File: src/pkg/plk_defines.svh
// offsets, field positions, widths and reset values of the colour lookup
`ifndef PLK_DEFINES_SVH
`define PLK_DEFINES_SVH

`define PLK_ADDR_W 12
`define PLK_PAL_BASE 12'h000
`define PLK_PAL_LAST 12'h07c
`define PLK_CTL0_OFS 12'h100
`define PLK_CTL2_OFS 12'h104
`define PLK_STAT_OFS 12'h108

`define PLK_PAL_N 32
`define PLK_IDX_W 5
`define PLK_COL_W 12
`define PLK_PLANES 6

`define PLK_RED_HI 11
`define PLK_RED_LO 8
`define PLK_GRN_HI 7
`define PLK_GRN_LO 4
`define PLK_BLU_HI 3
`define PLK_BLU_LO 0

`define PLK_HIGH_RESOLUTION_ENABLE_BIT 15
`define PLK_CNT_HI 14
`define PLK_CNT_LO 12
`define PLK_HOLD_BIT 11
`define PLK_DUAL_BIT 10
`define PLK_PRI_BIT 6

`define PLK_CNT_FIVE 3'h5
`define PLK_CNT_SIX 3'h6
`define PLK_PF2_BASE 5'h08
`define PLK_BG_IDX 5'h00
`define PLK_COL_RST 12'h000
`define PLK_CTL0_RST 16'h0000
`define PLK_CTL2_RST 16'h0000
`define PLK_STAT_VALID_BIT 12

`endif

File: src/pkg/plk_pkg.sv
// types shared by the playfield colour lookup
`default_nettype none
package plk_pkg;
   typedef enum logic [1:0] {
      PLK_MODE_NORMAL,
      PLK_MODE_DUAL,
      PLK_MODE_HOLD
   } plk_mode_t;
   typedef enum logic [1:0] {
      PLK_HM_PALETTE,
      PLK_HM_BLUE,
      PLK_HM_RED,
      PLK_HM_GREEN
   } plk_hm_t;
endpackage
`default_nettype wire

File: src/rtl/plk_color_lookup.sv
// playfield colour lookup: palette, modes and apb register slave
//
// Behaviour
// - palette registers are write-only; reads return zero, never the stored colour.
// - each palette entry holds red 11:8, green 7:4, blue 3:0; 15:12 unused.
// - lowres single normal mode indexes entries 0-31 with planes 5..1.
// - lowres dual: field one planes 5,3,1 to 0-7; field two 6,4,2 to 8-15.
// - dual mode: field two code zero is transparent, not entry 8.
// - entry 0 supplies background wherever no field is opaque.
// - hold mode, planes 6,5 = 00: output entry indexed by planes 4..1.
// - hold mode, 01: keep held red and green, blue from planes 4..1.
// - hold mode, 10: keep held green and blue, red from planes 4..1.
// - hold mode, 11: keep held red and blue, green from planes 4..1.
// - high_resolution_enable single mode indexes entries 0-15 with planes 4..1.
// - high_resolution_enable dual: field one planes 3,1 to 0-3; field two 4,2 to 8-11.
// - hold mode only with hold on, dual off, high_resolution_enable off, five or six planes.
// - held colour is the colour output for the pixel to the left.
// - with five planes active the sixth plane bit reads as zero.
// - dual mode priority bit 1 puts field two in front, else field one.
`include "plk_defines.svh"
`default_nettype none

module plk_color_lookup (
   input wire logic pclk,
   input wire logic presetn,
   input wire logic psel,
   input wire logic penable,
   input wire logic pwrite,
   input wire logic [`PLK_ADDR_W-1:0] paddr,
   input wire logic [31:0] pwdata,
   output logic [31:0] prdata,
   output logic pready,
   output logic pslverr,
   input wire logic [`PLK_PLANES-1:0] plane_bits,
   input wire logic pixel_valid,
   output logic [`PLK_COL_W-1:0] pixel_color,
   output logic pixel_color_valid,
   output plk_pkg::plk_mode_t active_mode
);
   import plk_pkg::*;

   // ************************************
   // address decode helpers
   // ************************************

   function automatic logic pal_hit(input logic [`PLK_ADDR_W-1:0] a);
      pal_hit = (a >= `PLK_PAL_BASE) && (a <= `PLK_PAL_LAST) && (a[1:0] == 2'b00);
   endfunction

   function automatic logic [`PLK_IDX_W-1:0] pal_idx(input logic [`PLK_ADDR_W-1:0] a);
      pal_idx = a[`PLK_IDX_W+1:2];
   endfunction

   function automatic logic ctl0_hit(input logic [`PLK_ADDR_W-1:0] a);
      ctl0_hit = (a == `PLK_CTL0_OFS);
   endfunction

   function automatic logic ctl2_hit(input logic [`PLK_ADDR_W-1:0] a);
      ctl2_hit = (a == `PLK_CTL2_OFS);
   endfunction

   function automatic logic stat_hit(input logic [`PLK_ADDR_W-1:0] a);
      stat_hit = (a == `PLK_STAT_OFS);
   endfunction

   function automatic logic reg_hit(input logic [`PLK_ADDR_W-1:0] a);
      reg_hit = pal_hit(a) || ctl0_hit(a) || ctl2_hit(a) || stat_hit(a);
   endfunction

   // ************************************
   // plane field codes
   // ************************************

   // five or six planes allow hold mode
   function automatic logic hold_depth(input logic [2:0] c);
      hold_depth = (c == `PLK_CNT_FIVE) || (c == `PLK_CNT_SIX);
   endfunction

   // low res field one, planes 5,3,1
   function automatic logic [2:0] lo_pf1(input logic [`PLK_PLANES-1:0] b);
      lo_pf1 = {b[4], b[2], b[0]};
   endfunction

   // low res field two, planes 6,4,2
   function automatic logic [2:0] lo_pf2(input logic [`PLK_PLANES-1:0] b);
      lo_pf2 = {b[5], b[3], b[1]};
   endfunction

   // high res field one, planes 3,1
   function automatic logic [1:0] hi_pf1(input logic [`PLK_PLANES-1:0] b);
      hi_pf1 = {b[2], b[0]};
   endfunction

   // high res field two, planes 4,2
   function automatic logic [1:0] hi_pf2(input logic [`PLK_PLANES-1:0] b);
      hi_pf2 = {b[3], b[1]};
   endfunction

   // ************************************
   // hold-and-modify helper
   // ************************************

   // held colour with one component replaced
   function automatic logic [`PLK_COL_W-1:0] hold_modify(input logic [`PLK_COL_W-1:0] held,
         input logic [3:0] v, input plk_hm_t hm);
      hold_modify = held;
      case (hm)
         PLK_HM_BLUE: begin
            hold_modify[`PLK_BLU_HI:`PLK_BLU_LO] = v;
         end
         PLK_HM_RED: begin
            hold_modify[`PLK_RED_HI:`PLK_RED_LO] = v;
         end
         PLK_HM_GREEN: begin
            hold_modify[`PLK_GRN_HI:`PLK_GRN_LO] = v;
         end
         default: begin
            hold_modify = held;
         end
      endcase
   endfunction

   // ************************************
   // state
   // ************************************

   logic [`PLK_COL_W-1:0] pal_r [`PLK_PAL_N];
   logic [15:0] ctl0_r;
   logic [15:0] ctl2_r;
   logic [`PLK_COL_W-1:0] color_r;
   logic [`PLK_COL_W-1:0] color_nxt;
   logic color_valid_r;
   logic wr_en;
   logic rd_en;
   logic pal_wr;
   logic ctl0_wr;
   logic ctl2_wr;
   logic [`PLK_PLANES-1:0] plane_mask;
   logic [`PLK_PLANES-1:0] p;
   logic high_resolution_enable;
   logic dual;
   logic hold_on;
   logic [2:0] plane_cnt;
   logic pf2_front;
   plk_mode_t mode;

   // ************************************
   // apb slave
   // ************************************

   // zero wait states
   assign pready = 1'b1;

   assign wr_en = psel && penable && pwrite && pready;
   assign rd_en = psel && penable && !pwrite && pready;

   assign pal_wr = wr_en && pal_hit(paddr);
   assign ctl0_wr = wr_en && ctl0_hit(paddr);
   assign ctl2_wr = wr_en && ctl2_hit(paddr);

   always_ff @(posedge pclk or negedge presetn) begin
      if (!presetn) begin
         for (int i = 0; i < `PLK_PAL_N; i++) begin
            pal_r[i] <= `PLK_COL_RST;
         end
      end else if (pal_wr) begin
         pal_r[pal_idx(paddr)] <= pwdata[`PLK_COL_W-1:0];
      end
   end

   always_ff @(posedge pclk or negedge presetn) begin
      if (!presetn) begin
         ctl0_r <= `PLK_CTL0_RST;
      end else if (ctl0_wr) begin
         ctl0_r <= pwdata[15:0];
      end
   end

   always_ff @(posedge pclk or negedge presetn) begin
      if (!presetn) begin
         ctl2_r <= `PLK_CTL2_RST;
      end else if (ctl2_wr) begin
         ctl2_r <= pwdata[15:0];
      end
   end

   // read data: palette reads as zero
   always_comb begin
      prdata = 32'h0000_0000;
      pslverr = 1'b0;
      if (psel && penable) begin
         if (!reg_hit(paddr)) begin
            pslverr = 1'b1;
         end else if (!pwrite) begin
            if (pal_hit(paddr)) begin
               prdata = 32'h0000_0000;
            end else if (ctl0_hit(paddr)) begin
               prdata = {16'h0000, ctl0_r};
            end else if (ctl2_hit(paddr)) begin
               prdata = {16'h0000, ctl2_r};
            end else begin
               prdata[`PLK_COL_W-1:0] = color_r;
               prdata[`PLK_STAT_VALID_BIT] = color_valid_r;
            end
         end
      end
   end

   // ************************************
   // mode decode
   // ************************************

   assign high_resolution_enable = ctl0_r[`PLK_HIGH_RESOLUTION_ENABLE_BIT];
   assign dual = ctl0_r[`PLK_DUAL_BIT];
   assign hold_on = ctl0_r[`PLK_HOLD_BIT];
   assign plane_cnt = ctl0_r[`PLK_CNT_HI:`PLK_CNT_LO];
   assign pf2_front = ctl2_r[`PLK_PRI_BIT];

   always_comb begin
      if (hold_on && !dual && !high_resolution_enable && hold_depth(plane_cnt)) begin
         mode = PLK_MODE_HOLD;
      end else if (dual) begin
         mode = PLK_MODE_DUAL;
      end else begin
         mode = PLK_MODE_NORMAL;
      end
   end

   // planes beyond the active count read as zero
   generate
      for (genvar g = 0; g < `PLK_PLANES; g++) begin : g_mask
         assign plane_mask[g] = (3'(g) < plane_cnt);
      end
   endgenerate

   assign p = plane_bits & plane_mask;

   // ************************************
   // colour selection
   // ************************************

   always_comb begin
      logic [`PLK_IDX_W-1:0] pf1_idx;
      logic [`PLK_IDX_W-1:0] pf2_idx;
      logic pf1_opaque;
      logic pf2_opaque;
      plk_hm_t hm;
      pf1_idx = `PLK_BG_IDX;
      pf2_idx = `PLK_BG_IDX;
      pf1_opaque = 1'b0;
      pf2_opaque = 1'b0;
      hm = plk_hm_t'(p[5:4]);
      color_nxt = color_r;
      case (mode)
         PLK_MODE_HOLD: begin
            case (hm)
               PLK_HM_PALETTE: begin
                  color_nxt = pal_r[{1'b0, p[3:0]}];
               end
               PLK_HM_BLUE: begin
                  color_nxt = hold_modify(color_r, p[3:0], hm);
               end
               PLK_HM_RED: begin
                  color_nxt = hold_modify(color_r, p[3:0], hm);
               end
               PLK_HM_GREEN: begin
                  color_nxt = hold_modify(color_r, p[3:0], hm);
               end
               default: begin
                  color_nxt = color_r;
               end
            endcase
         end
         PLK_MODE_DUAL: begin
            if (high_resolution_enable) begin
               pf1_idx = {3'b000, hi_pf1(p)};
               pf2_idx = `PLK_PF2_BASE | {3'b000, hi_pf2(p)};
               pf1_opaque = |hi_pf1(p);
               pf2_opaque = |hi_pf2(p);
            end else begin
               pf1_idx = {2'b00, lo_pf1(p)};
               pf2_idx = `PLK_PF2_BASE | {2'b00, lo_pf2(p)};
               pf1_opaque = |lo_pf1(p);
               pf2_opaque = |lo_pf2(p);
            end
            if (pf2_opaque && (pf2_front || !pf1_opaque)) begin
               color_nxt = pal_r[pf2_idx];
            end else if (pf1_opaque) begin
               color_nxt = pal_r[pf1_idx];
            end else begin
               color_nxt = pal_r[`PLK_BG_IDX];
            end
         end
         PLK_MODE_NORMAL: begin
            if (high_resolution_enable) begin
               color_nxt = pal_r[{1'b0, p[3:0]}];
            end else begin
               color_nxt = pal_r[p[4:0]];
            end
         end
         default: begin
            color_nxt = pal_r[`PLK_BG_IDX];
         end
      endcase
   end

   // ************************************
   // pixel output register
   // ************************************

   always_ff @(posedge pclk or negedge presetn) begin
      if (!presetn) begin
         color_r <= `PLK_COL_RST;
      end else if (pixel_valid) begin
         color_r <= color_nxt;
      end
   end

   always_ff @(posedge pclk or negedge presetn) begin
      if (!presetn) begin
         color_valid_r <= 1'b0;
      end else begin
         color_valid_r <= pixel_valid;
      end
   end

   assign pixel_color = color_r;
   assign pixel_color_valid = color_valid_r;
   assign active_mode = mode;

endmodule // plk_color_lookup

`default_nettype wire

File: config.mk
export PLATFORM = sky130hd
export DESIGN_NAME = plk_color_lookup
export DESIGN_NICKNAME = d
export VERILOG_FILES = /design/src/pkg/plk_pkg.sv /design/src/rtl/plk_color_lookup.sv
export VERILOG_INCLUDE_DIRS = /design/src /design/src/pkg
export SDC_FILE = /design/constraint.sdc
export NUM_CORES = 1
export LEC_CHECK = 0
export ABC_AREA = 1
export ABC_CLOCK_PERIOD_IN_PS = 2300
export BUFFER_PORTS_ARGS = -buffer_cell sky130_fd_sc_hd__buf_4
export CAP_MARGIN = 20
export CORE_ASPECT_RATIO = 1.1
export CORE_MARGIN = 2
export CORE_UTILIZATION = 55
export CTS_CLUSTER_DIAMETER = 150
export CTS_CLUSTER_SIZE = 30
export DETAILED_ROUTE_END_ITERATION = 7
export PLACE_DENSITY = 0.73
export REMOVE_ABC_BUFFERS = 1
export SLEW_MARGIN = 40
export SYNTH_ARGS = -nofsm -noshare
export SYNTH_HDL_FRONTEND = slang
export SYNTH_SLANG_ARGS = --single-unit
File: constraint.sdc
create_clock -name pclk -period 2.3 [get_ports pclk]
set_input_delay 0.115 -clock pclk [delete_from_list [all_inputs] [get_ports pclk]]
set_output_delay 0.115 -clock pclk [all_outputs]
set_load 0.01 [all_outputs]
== Word-level counts from Yosys, hierarchy flattened ==
Cells that the tools add are included.
W data, S select, Z words.

* Register bits after elaboration: 429
* RAM bits: 0
* Bits in latches: 0
* Output and inout bits: 49
* Logic and storage cells: 140
* Memories: 0
* ROM bits: 0

* Multipliers: 0
* Div/mod/pow operators: 0
* Multiplexer cells: 39
* Add/subtract/negate cells: 0
* Shift operators: 0
* Eq/ne operators: 13
* Bitwise gates (word level): 6
* Magnitude comparators: 14
* Reduce and logical (&&, ||, !) cells: 30

{| class="wikitable"
|+ Operators with widths
! operator !! number
|-
| $bwmux W384 || 1
|-
| $bmux W12 S5 || 4
|-
| $mux W12 || 12
|-
| $mux W16 || 5
|-
| $demux W12 S5 || 1
|-
| $pmux W12 S4 || 1
|-
| $eq A12 B9 Y1 const B || 3
|-
| $pmux W12 S3 || 1
|-
| $ge A6 B6 Y1 const B || 5
|-
| $not A5 Y6 || 4
|-
| $mux W13 || 1
|-
| $ge A12 B1 Y1 const B || 1
|-
| $le A12 B7 Y1 const B || 1
|-
| $logic_and A1 B1 Y1 || 12
|-
| $mux W5 || 2
|-
| $mux W3 || 3
|-
| $reduce_and A3 Y1 || 3
|-
| $mux W1 || 7
|-
| $and A6 B6 Y6 || 1
|-
| $eq A2 B2 Y1 const B || 3
|-
| $eq A3 B3 Y1 const B || 2
|-
| $logic_not A2 Y1 || 3
|-
| $lt A1 B3 Y1 const A || 2
|-
| $lt A2 B3 Y1 const A || 2
|-
| 10 further kinds || 22
|}

== Logic depth before layout (Yosys ltp) ==
Gate-level depths: netlist (run 1).

* Depth after elaboration: 14
* Gate-level depth with buffers: 17
* Gate-level depth less buffers: 14

== Worst setup path after synthesis (run 1) ==
No wires, ideal clock.

* Path kind: flip-flop to flip-flop
* Start: register ctl0_r[14]
* End: register color_r[0] (netlist: pixel_color[0])
* Clock period less this slack: 1.867 ns
* Cell stages (with the launch flop): 14
* Buffers on the path: 3
* Setup slack: 0.433 ns
* Arrival time: 1.750 ns
* Setup time: 0.117 ns
* Cells stage by stage: dfrtp_1 > buf_2 > inv_1 > nand2_1 > nand2_1 > buf_4 > nand3_1 > a21oi_4 > buf_4 > nand3_1 > nand3_1 > nand3_1 > nor2_1 > nor2_1

* Cells in the longest elaborated chain, start to end: 11

{| class="wikitable"
|+ RTL lines
! element !! line !! source
|-
| start: declaration || plk_color_lookup.sv:128 || <nowiki>logic [15:0] ctl0_r;</nowiki>
|-
| start signal: assignment || plk_color_lookup.sv:173 || <nowiki>ctl0_r <= `PLK_CTL0_RST;</nowiki>
|-
| start signal: assignment || plk_color_lookup.sv:175 || <nowiki>ctl0_r <= pwdata[15:0];</nowiki>
|-
| $lt A1 B3 Y1 (tied with other cells) || plk_color_lookup.sv:232 || <nowiki>assign plane_mask[g] = (3'(g) < plane_cnt);</nowiki>
|-
| $and A6 B6 Y6 || plk_color_lookup.sv:236 || <nowiki>assign p = plane_bits & plane_mask;</nowiki>
|-
| $mux W3 || plk_color_lookup.sv:275 || <nowiki>if (high_resolution_enable) begin</nowiki>
|-
| $mux W5 || plk_color_lookup.sv:254 || <nowiki>case (mode)</nowiki>
|-
| $not A5 Y6 (not written as such) || plk_color_lookup.sv:289 || <nowiki>color_nxt = pal_r[pf1_idx];</nowiki>
|-
| $bmux W12 S5 || plk_color_lookup.sv:289 ||
|-
| $mux W12 (not written as such) (2 in a row) || plk_color_lookup.sv:289 ||
|-
| $mux W12 || plk_color_lookup.sv:288 || <nowiki>end else if (pf1_opaque) begin</nowiki>
|-
| $mux W12 || plk_color_lookup.sv:286 || <nowiki>if (pf2_opaque && (pf2_front || !pf1_opaque)) begin</nowiki>
|-
| $pmux W12 S3 || plk_color_lookup.sv:254 ||
|-
| end signal: assignment || plk_color_lookup.sv:313 || <nowiki>color_r <= `PLK_COL_RST;</nowiki>
|-
| end signal: assignment || plk_color_lookup.sv:315 || <nowiki>color_r <= color_nxt;</nowiki>
|-
| end: declaration || plk_color_lookup.sv:130 || <nowiki>logic [`PLK_COL_W-1:0] color_r;</nowiki>
|}

Several ways; a longest one is shown, not always the timed one. The select of a mux whose other input is x is not followed.
A chain may end at the register's enable or synchronous reset.

== Final worst setup path (run 1) ==
* Start: register ctl0_r[13]
* End: register color_r[11] (netlist: pixel_color[11])

The elaborated chain is that of the path after synthesis.

==> impl_metrics.tcl, run 1 <==
set metrics [dict create \
    run_status "finished, final reports clean" \
    placement.cell_area_mm2 0.0237 \
    cp_slowest_stage_delay_ns 0.47 \
    netlist_top_cells_count "sky130_fd_sc_hd__nand2_1 (885), sky130_fd_sc_hd__nand3_1 (575), sky130_fd_sc_hd__dfrtp_1 (429)" \
    worstPathCellList "nor2_4, nand2_4, nand2_8, buf_12, buf_12, nand2_1, nand3_1, nand3_1, nand3_1, a21oi_1, buf_4, nor2_1, nor2_1, nor2_1" \
    detailroute.via_count 20700 \
    ant_nets 0 \
    seqPwrFrac_pct 62.3 \
    clkLatencyLatePin_ns 0.57 \
    vdd_drop_max_mv 0.579 \
    critical_path.max_fanout 15 \
    synth.most_common_cell "sky130_fd_sc_hd__nand2_1" \
    report.final.slew_viol_count 0 \
    global_route.overflow_total 0 \
    grt_pass1_wl_mm 110 \
    number_of_buffers_created_by_cts 18 \
    crit_slowest_cell "sky130_fd_sc_hd__dfrtp_2" \
    async_flop_share_pct 100 \
    synth.ff_latch_count 429 \
    chipWidth_um 195 \
    area_share_of_the_largest_cell_type_after_synthesis_pct 48.5 \
    worst-path-stages 14 \
    rr_worst_depth 14 \
    hold-path-cell-count 4 \
    floorplan.initialDensity_pct 55.4 \
    max_clk_rate_mhz 454 \
    number_of_global_route_vias_before_repair 20000 \
    cp.buffers_inverters 3 \
    drtPass1Iterations 6 \
    ctsRootBufferMaster "sky130_fd_sc_hd__clkbuf_16" \
    fin_worst_skew_ns 0.0465 \
    internal-power_mw 9.25 \
    detailedRoute.firstIterationViolations 2219 \
    critPathRequiredTime_ns 2.78 \
    floorplan.die.height_um 214 \
    tritoncts "done" \
    post_drt_via_cell_ratio 5.98 \
    drt_wl_total_mm 69.7 \
    finalSetupViolations 0 \
    tightest_slew_ns 0.619 \
    drive_above_1_share_pct 10.1 \
    setup.worst_path.end_class "flop" \
    syn-instance-count 2935 \
    synth-edff-count 0 \
    num_io_pins 105 \
    pwr-share-clk_pct 32.2 \
    worstHoldPathType "input pin to flop" \
    fin_setup_tns_ns 0 \
    netSwitchingPower_mw 2.94 \
    globalplace.congestion 0.950 \
    die-area_mm2 0.0419 \
    post_synth_num_cell_types 32 \
    layout_area_growth_over_synthesis_pct 10.1 \
    yosys.area.top_type "sky130_fd_sc_hd__dfrtp_1" \
    switching_share_pct 24.1 \
    synthTopCellsByArea "sky130_fd_sc_hd__dfrtp_1 (48%), sky130_fd_sc_hd__nand2_1 (15%), sky130_fd_sc_hd__nand3_1 (13%)" \
    post-dp-hpwl_mm 44.3 \
    holdWs_ns 0.127 \
    globalRouteTotalUtil_pct 33.3 \
    comb_power_share_pct 5.5 \
    postLayoutSetupSlackWorst_ns 0.0973 \
    max_cap_violations 0 \
    timing.slew.headroom_pct 58.7 \
    hold_violations 0 \
    timing.critical_path.max_delay_family "simple AND/OR/NAND/NOR gates" \
    start_kind "flop" \
    final_cell_area_excluding_filler_cells_mm2 0.0244 \
    finalCritPeriodShare_pct 95.8 \
    cts-root-to-sink-buffers 3 \
    final_critical_path_time_including_i_o_delays_and_setup_ns 2.20 \
    worst-setup-path-type "flop to flop" \
    grt_max_degree 81 \
    synth_area_per_cell_um2 7.55 \
    synthesis.yosys.warnings 0 \
    insertedDiodeCount 0 \
    p_leak_nw 11.3 \
    syn_area_mm2 0.0221 \
    count_of_buffers_from_port_buffering 71 \
    clock-sinks 429 \
    dominantRegCellSynth "sky130_fd_sc_hd__dfrtp_1" \
    placement.setup.worst_slack_ns 0.0558 \
    antenna_violations_before_repair 1 \
    arrival_ns 2.69 \
    layout.nets 3002 \
    power_density_mw_per_mm2 500 \
    fp-row-count 77 \
    drc_errors 0 \
    synth.yosys.seq_area_share_pct 48.5 \
    htree_levels 1 \
    clk_pin_slew_worst_paths_ns 0.11 \
    wl_per_cell_um 20.2 \
    floorplan_core_area_mm2 0.0400 \
]
==> cell type report <==
type,count,area (um^2)
Multi-Input combinational cell,2145,9920
Inverter,127,477
Clock inverter,1,30.0
Timing Repair Buffer,225,2090
Fill cell,3628,15600
Tap cell,513,642
Clock buffer,19,475
Sequential cell,429,10700
==> worst min-delay path: cells and delay by family <==
family	cells	cell delay, ns
buf+inv	3	0.34
compound gates	1	0.18
==> path summary, 6_finish.rpt <==
| path | from | slack (ns) | to |
|---|---|---|---|
| min | pwdata[7] | 0.13 | pal_r[175] |
| max in group asynchronous | presetn | 1.23 | pal_r[208] |
| min in group asynchronous | presetn | 0.14 | pal_r[148] |
| max reg2reg | ctl0_r[13] | 0.1 | pixel_color[11] |
| max | ctl0_r[13] | 0.1 | pixel_color[11] |
| min reg2reg | ctl0_r[1] | 0.49 | ctl0_r[1] |
==> state kept, by name, indices dropped and copies added (netlist names) <==
| register | flops |
|---|---|
| pixel_color_valid | 1 |
| ctl0_r | 16 |
| pixel_color | 12 |
| pal_r | 384 |
| ctl2_r | 16 |
==> through the flow <==
| stage | util, % | power [mW] | cells |
|---|---|---|---|
| 3_5_place_dp | 59.3 | 8.39 | 3429 |
| 6_report | 61.0 | 12.2 | 3459 |
| 4_1_cts | 60.8 | 12.3 | 3456 |
| 3_3_place_gp | 59.3 | 8.38 | 3429 |
| 5_1_grt | 61.0 | 12.6 | 3459 |
| 2_1_floorplan | - | 7.90 | 2701 |
==> metal layers <==
metal  global-route usage [%]  vias to the layer above  share of wire [%]
li1                         -                     9658                  -
met1                     46.0                     9916                 41
met2                     53.3                      966                 46
met3                     4.15                      159                8.0
met4                     14.5                        2                4.4
met5                        0                        -              0.020
==> power by group through the flow <==
stage	clock network, mW	logic (mW)	registers [mW]
6_report	3.92	0.668	7.59
3_3_place_gp	0	0.646	7.74
3_5_place_dp	0	0.656	7.74
4_1_cts	4.02	0.667	7.59
5_1_grt	4.25	0.727	7.60
2_1_floorplan	0	0.172	7.73
==> what timing repair did <==
| action | 4_1_cts | 5_1_grt |
|---|---|---|
| hold buffers | 6 | 0 |
| resized for setup | 0 | 12 |
| gates cloned | 1 | 1 |
| setup endpoints to repair | 1 | 11 |
| buffers inserted | 0 | 2 |
| endpoints found under the hold margin | 80 | 0 |
| pin swaps | 0 | 1 |
==> logic make-up after synthesis <==
group / count (synthesis) / synth area share [%]
other: 2 / 0.0339
DFF: 429 / 48.5
and+or+nand+nor: 1622 / 32.4
AOI/OAI and AO/OA: 493 / 11.2
muxes: 13 / 0.588
buffers and inverters: 376 / 7.28
==> cells in the final DEF (no fill, tap or decap), types with 2 or more instances in the layout <==
master / Yosys / final
sky130_fd_sc_hd__nand2_1: 885 / 880
sky130_fd_sc_hd__conb_1: 2 / 17
sky130_fd_sc_hd__nand2_4: 7 / 10
sky130_fd_sc_hd__inv_1: 118 / 118
sky130_fd_sc_hd__nor3_1: 3 / 3
sky130_fd_sc_hd__nand3_2: 1 / 3
sky130_fd_sc_hd__o22ai_1: 3 / 3
sky130_fd_sc_hd__nor3_4: 2 / 2
sky130_fd_sc_hd__nor2_1: 93 / 93
sky130_fd_sc_hd__nand4_1: 8 / 8
sky130_fd_sc_hd__buf_12: 0 / 26
sky130_fd_sc_hd__o21ai_1: 114 / 115
sky130_fd_sc_hd__nor2_2: 3 / 2
sky130_fd_sc_hd__nand2_2: 3 / 4
sky130_fd_sc_hd__nor2_4: 3 / 4
sky130_fd_sc_hd__a21oi_1: 54 / 53
sky130_fd_sc_hd__dfrtp_1: 429 / 427
sky130_fd_sc_hd__buf_6: 1 / 2
sky130_fd_sc_hd__inv_2: 7 / 8
sky130_fd_sc_hd__o21ai_0: 321 / 320
sky130_fd_sc_hd__nand3_1: 575 / 573
sky130_fd_sc_hd__clkbuf_16: 0 / 20
sky130_fd_sc_hd__nor3_2: 8 / 8
sky130_fd_sc_hd__nand4_2: 10 / 10
sky130_fd_sc_hd__nand3b_1: 18 / 18
sky130_fd_sc_hd__dfrtp_2: 0 / 2
sky130_fd_sc_hd__dlygate4sd3_1: 0 / 6
sky130_fd_sc_hd__buf_4: 29 / 188
sky130_fd_sc_hd__mux2i_1: 13 / 13
Power figures use the tool's default switching activity.
==> inputs of run 2 (changes only) <==
CORE_UTILIZATION = 62   (was 55)
PLACE_DENSITY = 0.8   (was 0.73)
==> impl_metrics.tcl, run 2 (same netlist as run 1, synthesis figures left out) <==
set metrics [dict create \
    instances_no_fill 3422 \
    grt_pass1_wl_mm 107 \
    placement.cell_area_mm2 0.0236 \
    crit_slowest_cell "sky130_fd_sc_hd__dfrtp_1" \
    pwr-share-clk_pct 32.4 \
    report.final.slew_viol_count 0 \
    fin_worst_skew_ns 0.0255 \
    mostFrequentLayoutCell "sky130_fd_sc_hd__nand2_1" \
    globalRouteTotalUtil_pct 36.6 \
    top_regs "pal_r (384), ctl0_r (16), ctl2_r (16)" \
    tritoncts "done" \
    cp.buffers_inverters 1 \
    floorplan.die.height_um 202 \
    number_of_global_route_vias_before_repair 19700 \
    holdWs_ns 0.0918 \
    regMostFlops "pal_r" \
    drive_above_1_share_pct 10.0 \
    htree_levels 1 \
    detailroute.via_count 21200 \
    post-dp-hpwl_mm 43.1 \
    critical_path.max_fanout 39 \
    cts-root-to-sink-buffers 3 \
    vdd_drop_max_mv 0.641 \
    drc_errors 0 \
    regArea_mm2 0.0107 \
    critPathMostFrequentCell "sky130_fd_sc_hd__nand3_1" \
    layout.nets 2997 \
    floorplan.initialDensity_pct 62.9 \
    antenna_violations_before_repair 0 \
    start_kind "flop" \
    arrival_ns 2.73 \
    fp-row-count 72 \
    worstPathCellList "nor2_4, nand2_8, nand2_8, buf_16, nand2_1, nand3_1, nand3_1, nand3_1, nand3_1, nand2_1, nand2_1, a21oi_1" \
    worst-setup-path-type "flop to flop" \
    detailedRoute.firstIterationViolations 2808 \
    tightest_slew_ns 0.620 \
    run_status "finished, final reports clean" \
    global_route.overflow_total 0 \
    drtPass1Iterations 6 \
    num_io_pins 105 \
    finalCritPeriodShare_pct 97.2 \
    netSwitchingPower_mw 2.99 \
    wl_per_cell_um 20.1 \
    final_cell_area_excluding_filler_cells_mm2 0.0244 \
    postLayoutSetupSlackWorst_ns 0.0641 \
    switching_share_pct 24.4 \
    grt_max_degree 74 \
    finalSetupViolations 0 \
    chipWidth_um 184 \
    clock-sinks 429 \
    drt_wl_total_mm 68.8 \
    layout_area_growth_over_synthesis_pct 10.4 \
    max_cap_violations 0 \
    internal-power_mw 9.26 \
    floorplan_core_area_mm2 0.0352 \
    ant_nets 0 \
    fillerInstances 2843 \
    timing.slew.headroom_pct 58.6 \
    setup.worst_path.end_class "flop" \
    grt_setup_unrepaired "true" \
    final_critical_path_time_including_i_o_delays_and_setup_ns 2.24 \
    ctsRootBufferMaster "sky130_fd_sc_hd__clkbuf_16" \
    fin_setup_tns_ns 0 \
    clkLatencyLatePin_ns 0.56 \
    cp_slowest_stage_delay_ns 0.46 \
    power_density_mw_per_mm2 501 \
    critPathRequiredTime_ns 2.80 \
    worst-path-stages 12 \
    worstHoldPathType "input pin to flop" \
    insertedDiodeCount 0 \
    seqPwrFrac_pct 62.0 \
    rr_worst_depth 12 \
    globalplace.congestion 0.959 \
    number_of_buffers_created_by_cts 18 \
    multi_input_comb_area_mm2 0.00998 \
    clk_pin_slew_worst_paths_ns 0.13 \
    placement.setup.worst_slack_ns 0.0640 \
    max_clk_rate_mhz 447 \
    finalCoreUtilization_pct 69.4 \
    total_power_draw_mw 12.3 \
    post_drt_via_cell_ratio 6.19 \
    count_of_buffers_from_port_buffering 71 \
    cells_after_dpl 3384 \
    hold-path-cell-count 3 \
    comb_power_share_pct 5.6 \
    largest_reg_flops 384 \
    timing.critical_path.max_delay_family "simple AND/OR/NAND/NOR gates" \
    hold_violations 0 \
    p_leak_nw 11.4 \
    most-common-layout-cells "sky130_fd_sc_hd__nand2_1 (882), sky130_fd_sc_hd__nand3_1 (571), sky130_fd_sc_hd__dfrtp_1 (427)" \
    die-area_mm2 0.0372 \
]
==> run 2: worst paths after layout <==
check | from | endpoint | slack, ns
worst max-delay path | ctl0_r[13] | pixel_color[9] | 0.06
worst max register to register | ctl0_r[13] | pixel_color[9] | 0.06
worst min register to register | pal_r[296] | pal_r[296] | 0.49
worst min-delay path | paddr[2] | pal_r[55] | 0.09
max in group asynchronous | presetn | pal_r[216] | 1.36
min in group asynchronous | presetn | pal_r[354] | 0.12
==> run 2: timing repair <==
action / CTS / global route
resized for setup: 0 / 26
hold buffers: 6 / 0
buffers inserted: 0 / 5
endpoints found under the hold margin: 97 / 0
setup endpoints to repair: 0 / 12
==> run 2: power by group through the flow <==
stage	sequential (mW)	clock (mW)	combinational (mW)
2_1_floorplan	7.73	0	0.172
3_3_place_gp	7.74	0	0.654
3_5_place_dp	7.74	0	0.666
4_1_cts	7.59	3.96	0.676
5_1_grt	7.60	4.24	0.747
6_report	7.59	3.97	0.688
==> run 2: final cells by class <==
| type | instances | area share (%) |
|---|---|---|
| flip-flops and latches | 429 | 43.9 |
| repair buffers | 218 | 8.75 |
| inverters | 127 | 1.97 |
| clock buffers | 19 | 1.95 |
| multi-input cells | 2147 | 40.8 |
| clock inverters | 1 | 0.123 |
| well taps | 481 | 2.46 |
==> run 2: tightest hold or removal path: cells and delay by family <==
family	cells	cell delay, ns
compound gates	1	0.10
buf+inv	1	0.19
simple gates	1	0.21
==> run 2: per-layer routing <==
metal / part of all wire [%] / global-route usage [%] / wire [um] / vias up
li1: - / - / - / 9644
met1: 39 / 50.1 / 27100 / 9997
met2: 45 / 57.1 / 30900 / 1288
met3: 10 / 6.04 / 7000 / 237
met4: 5.4 / 18.0 / 3690 / 0
met5: 0 / 0 / 0 / -
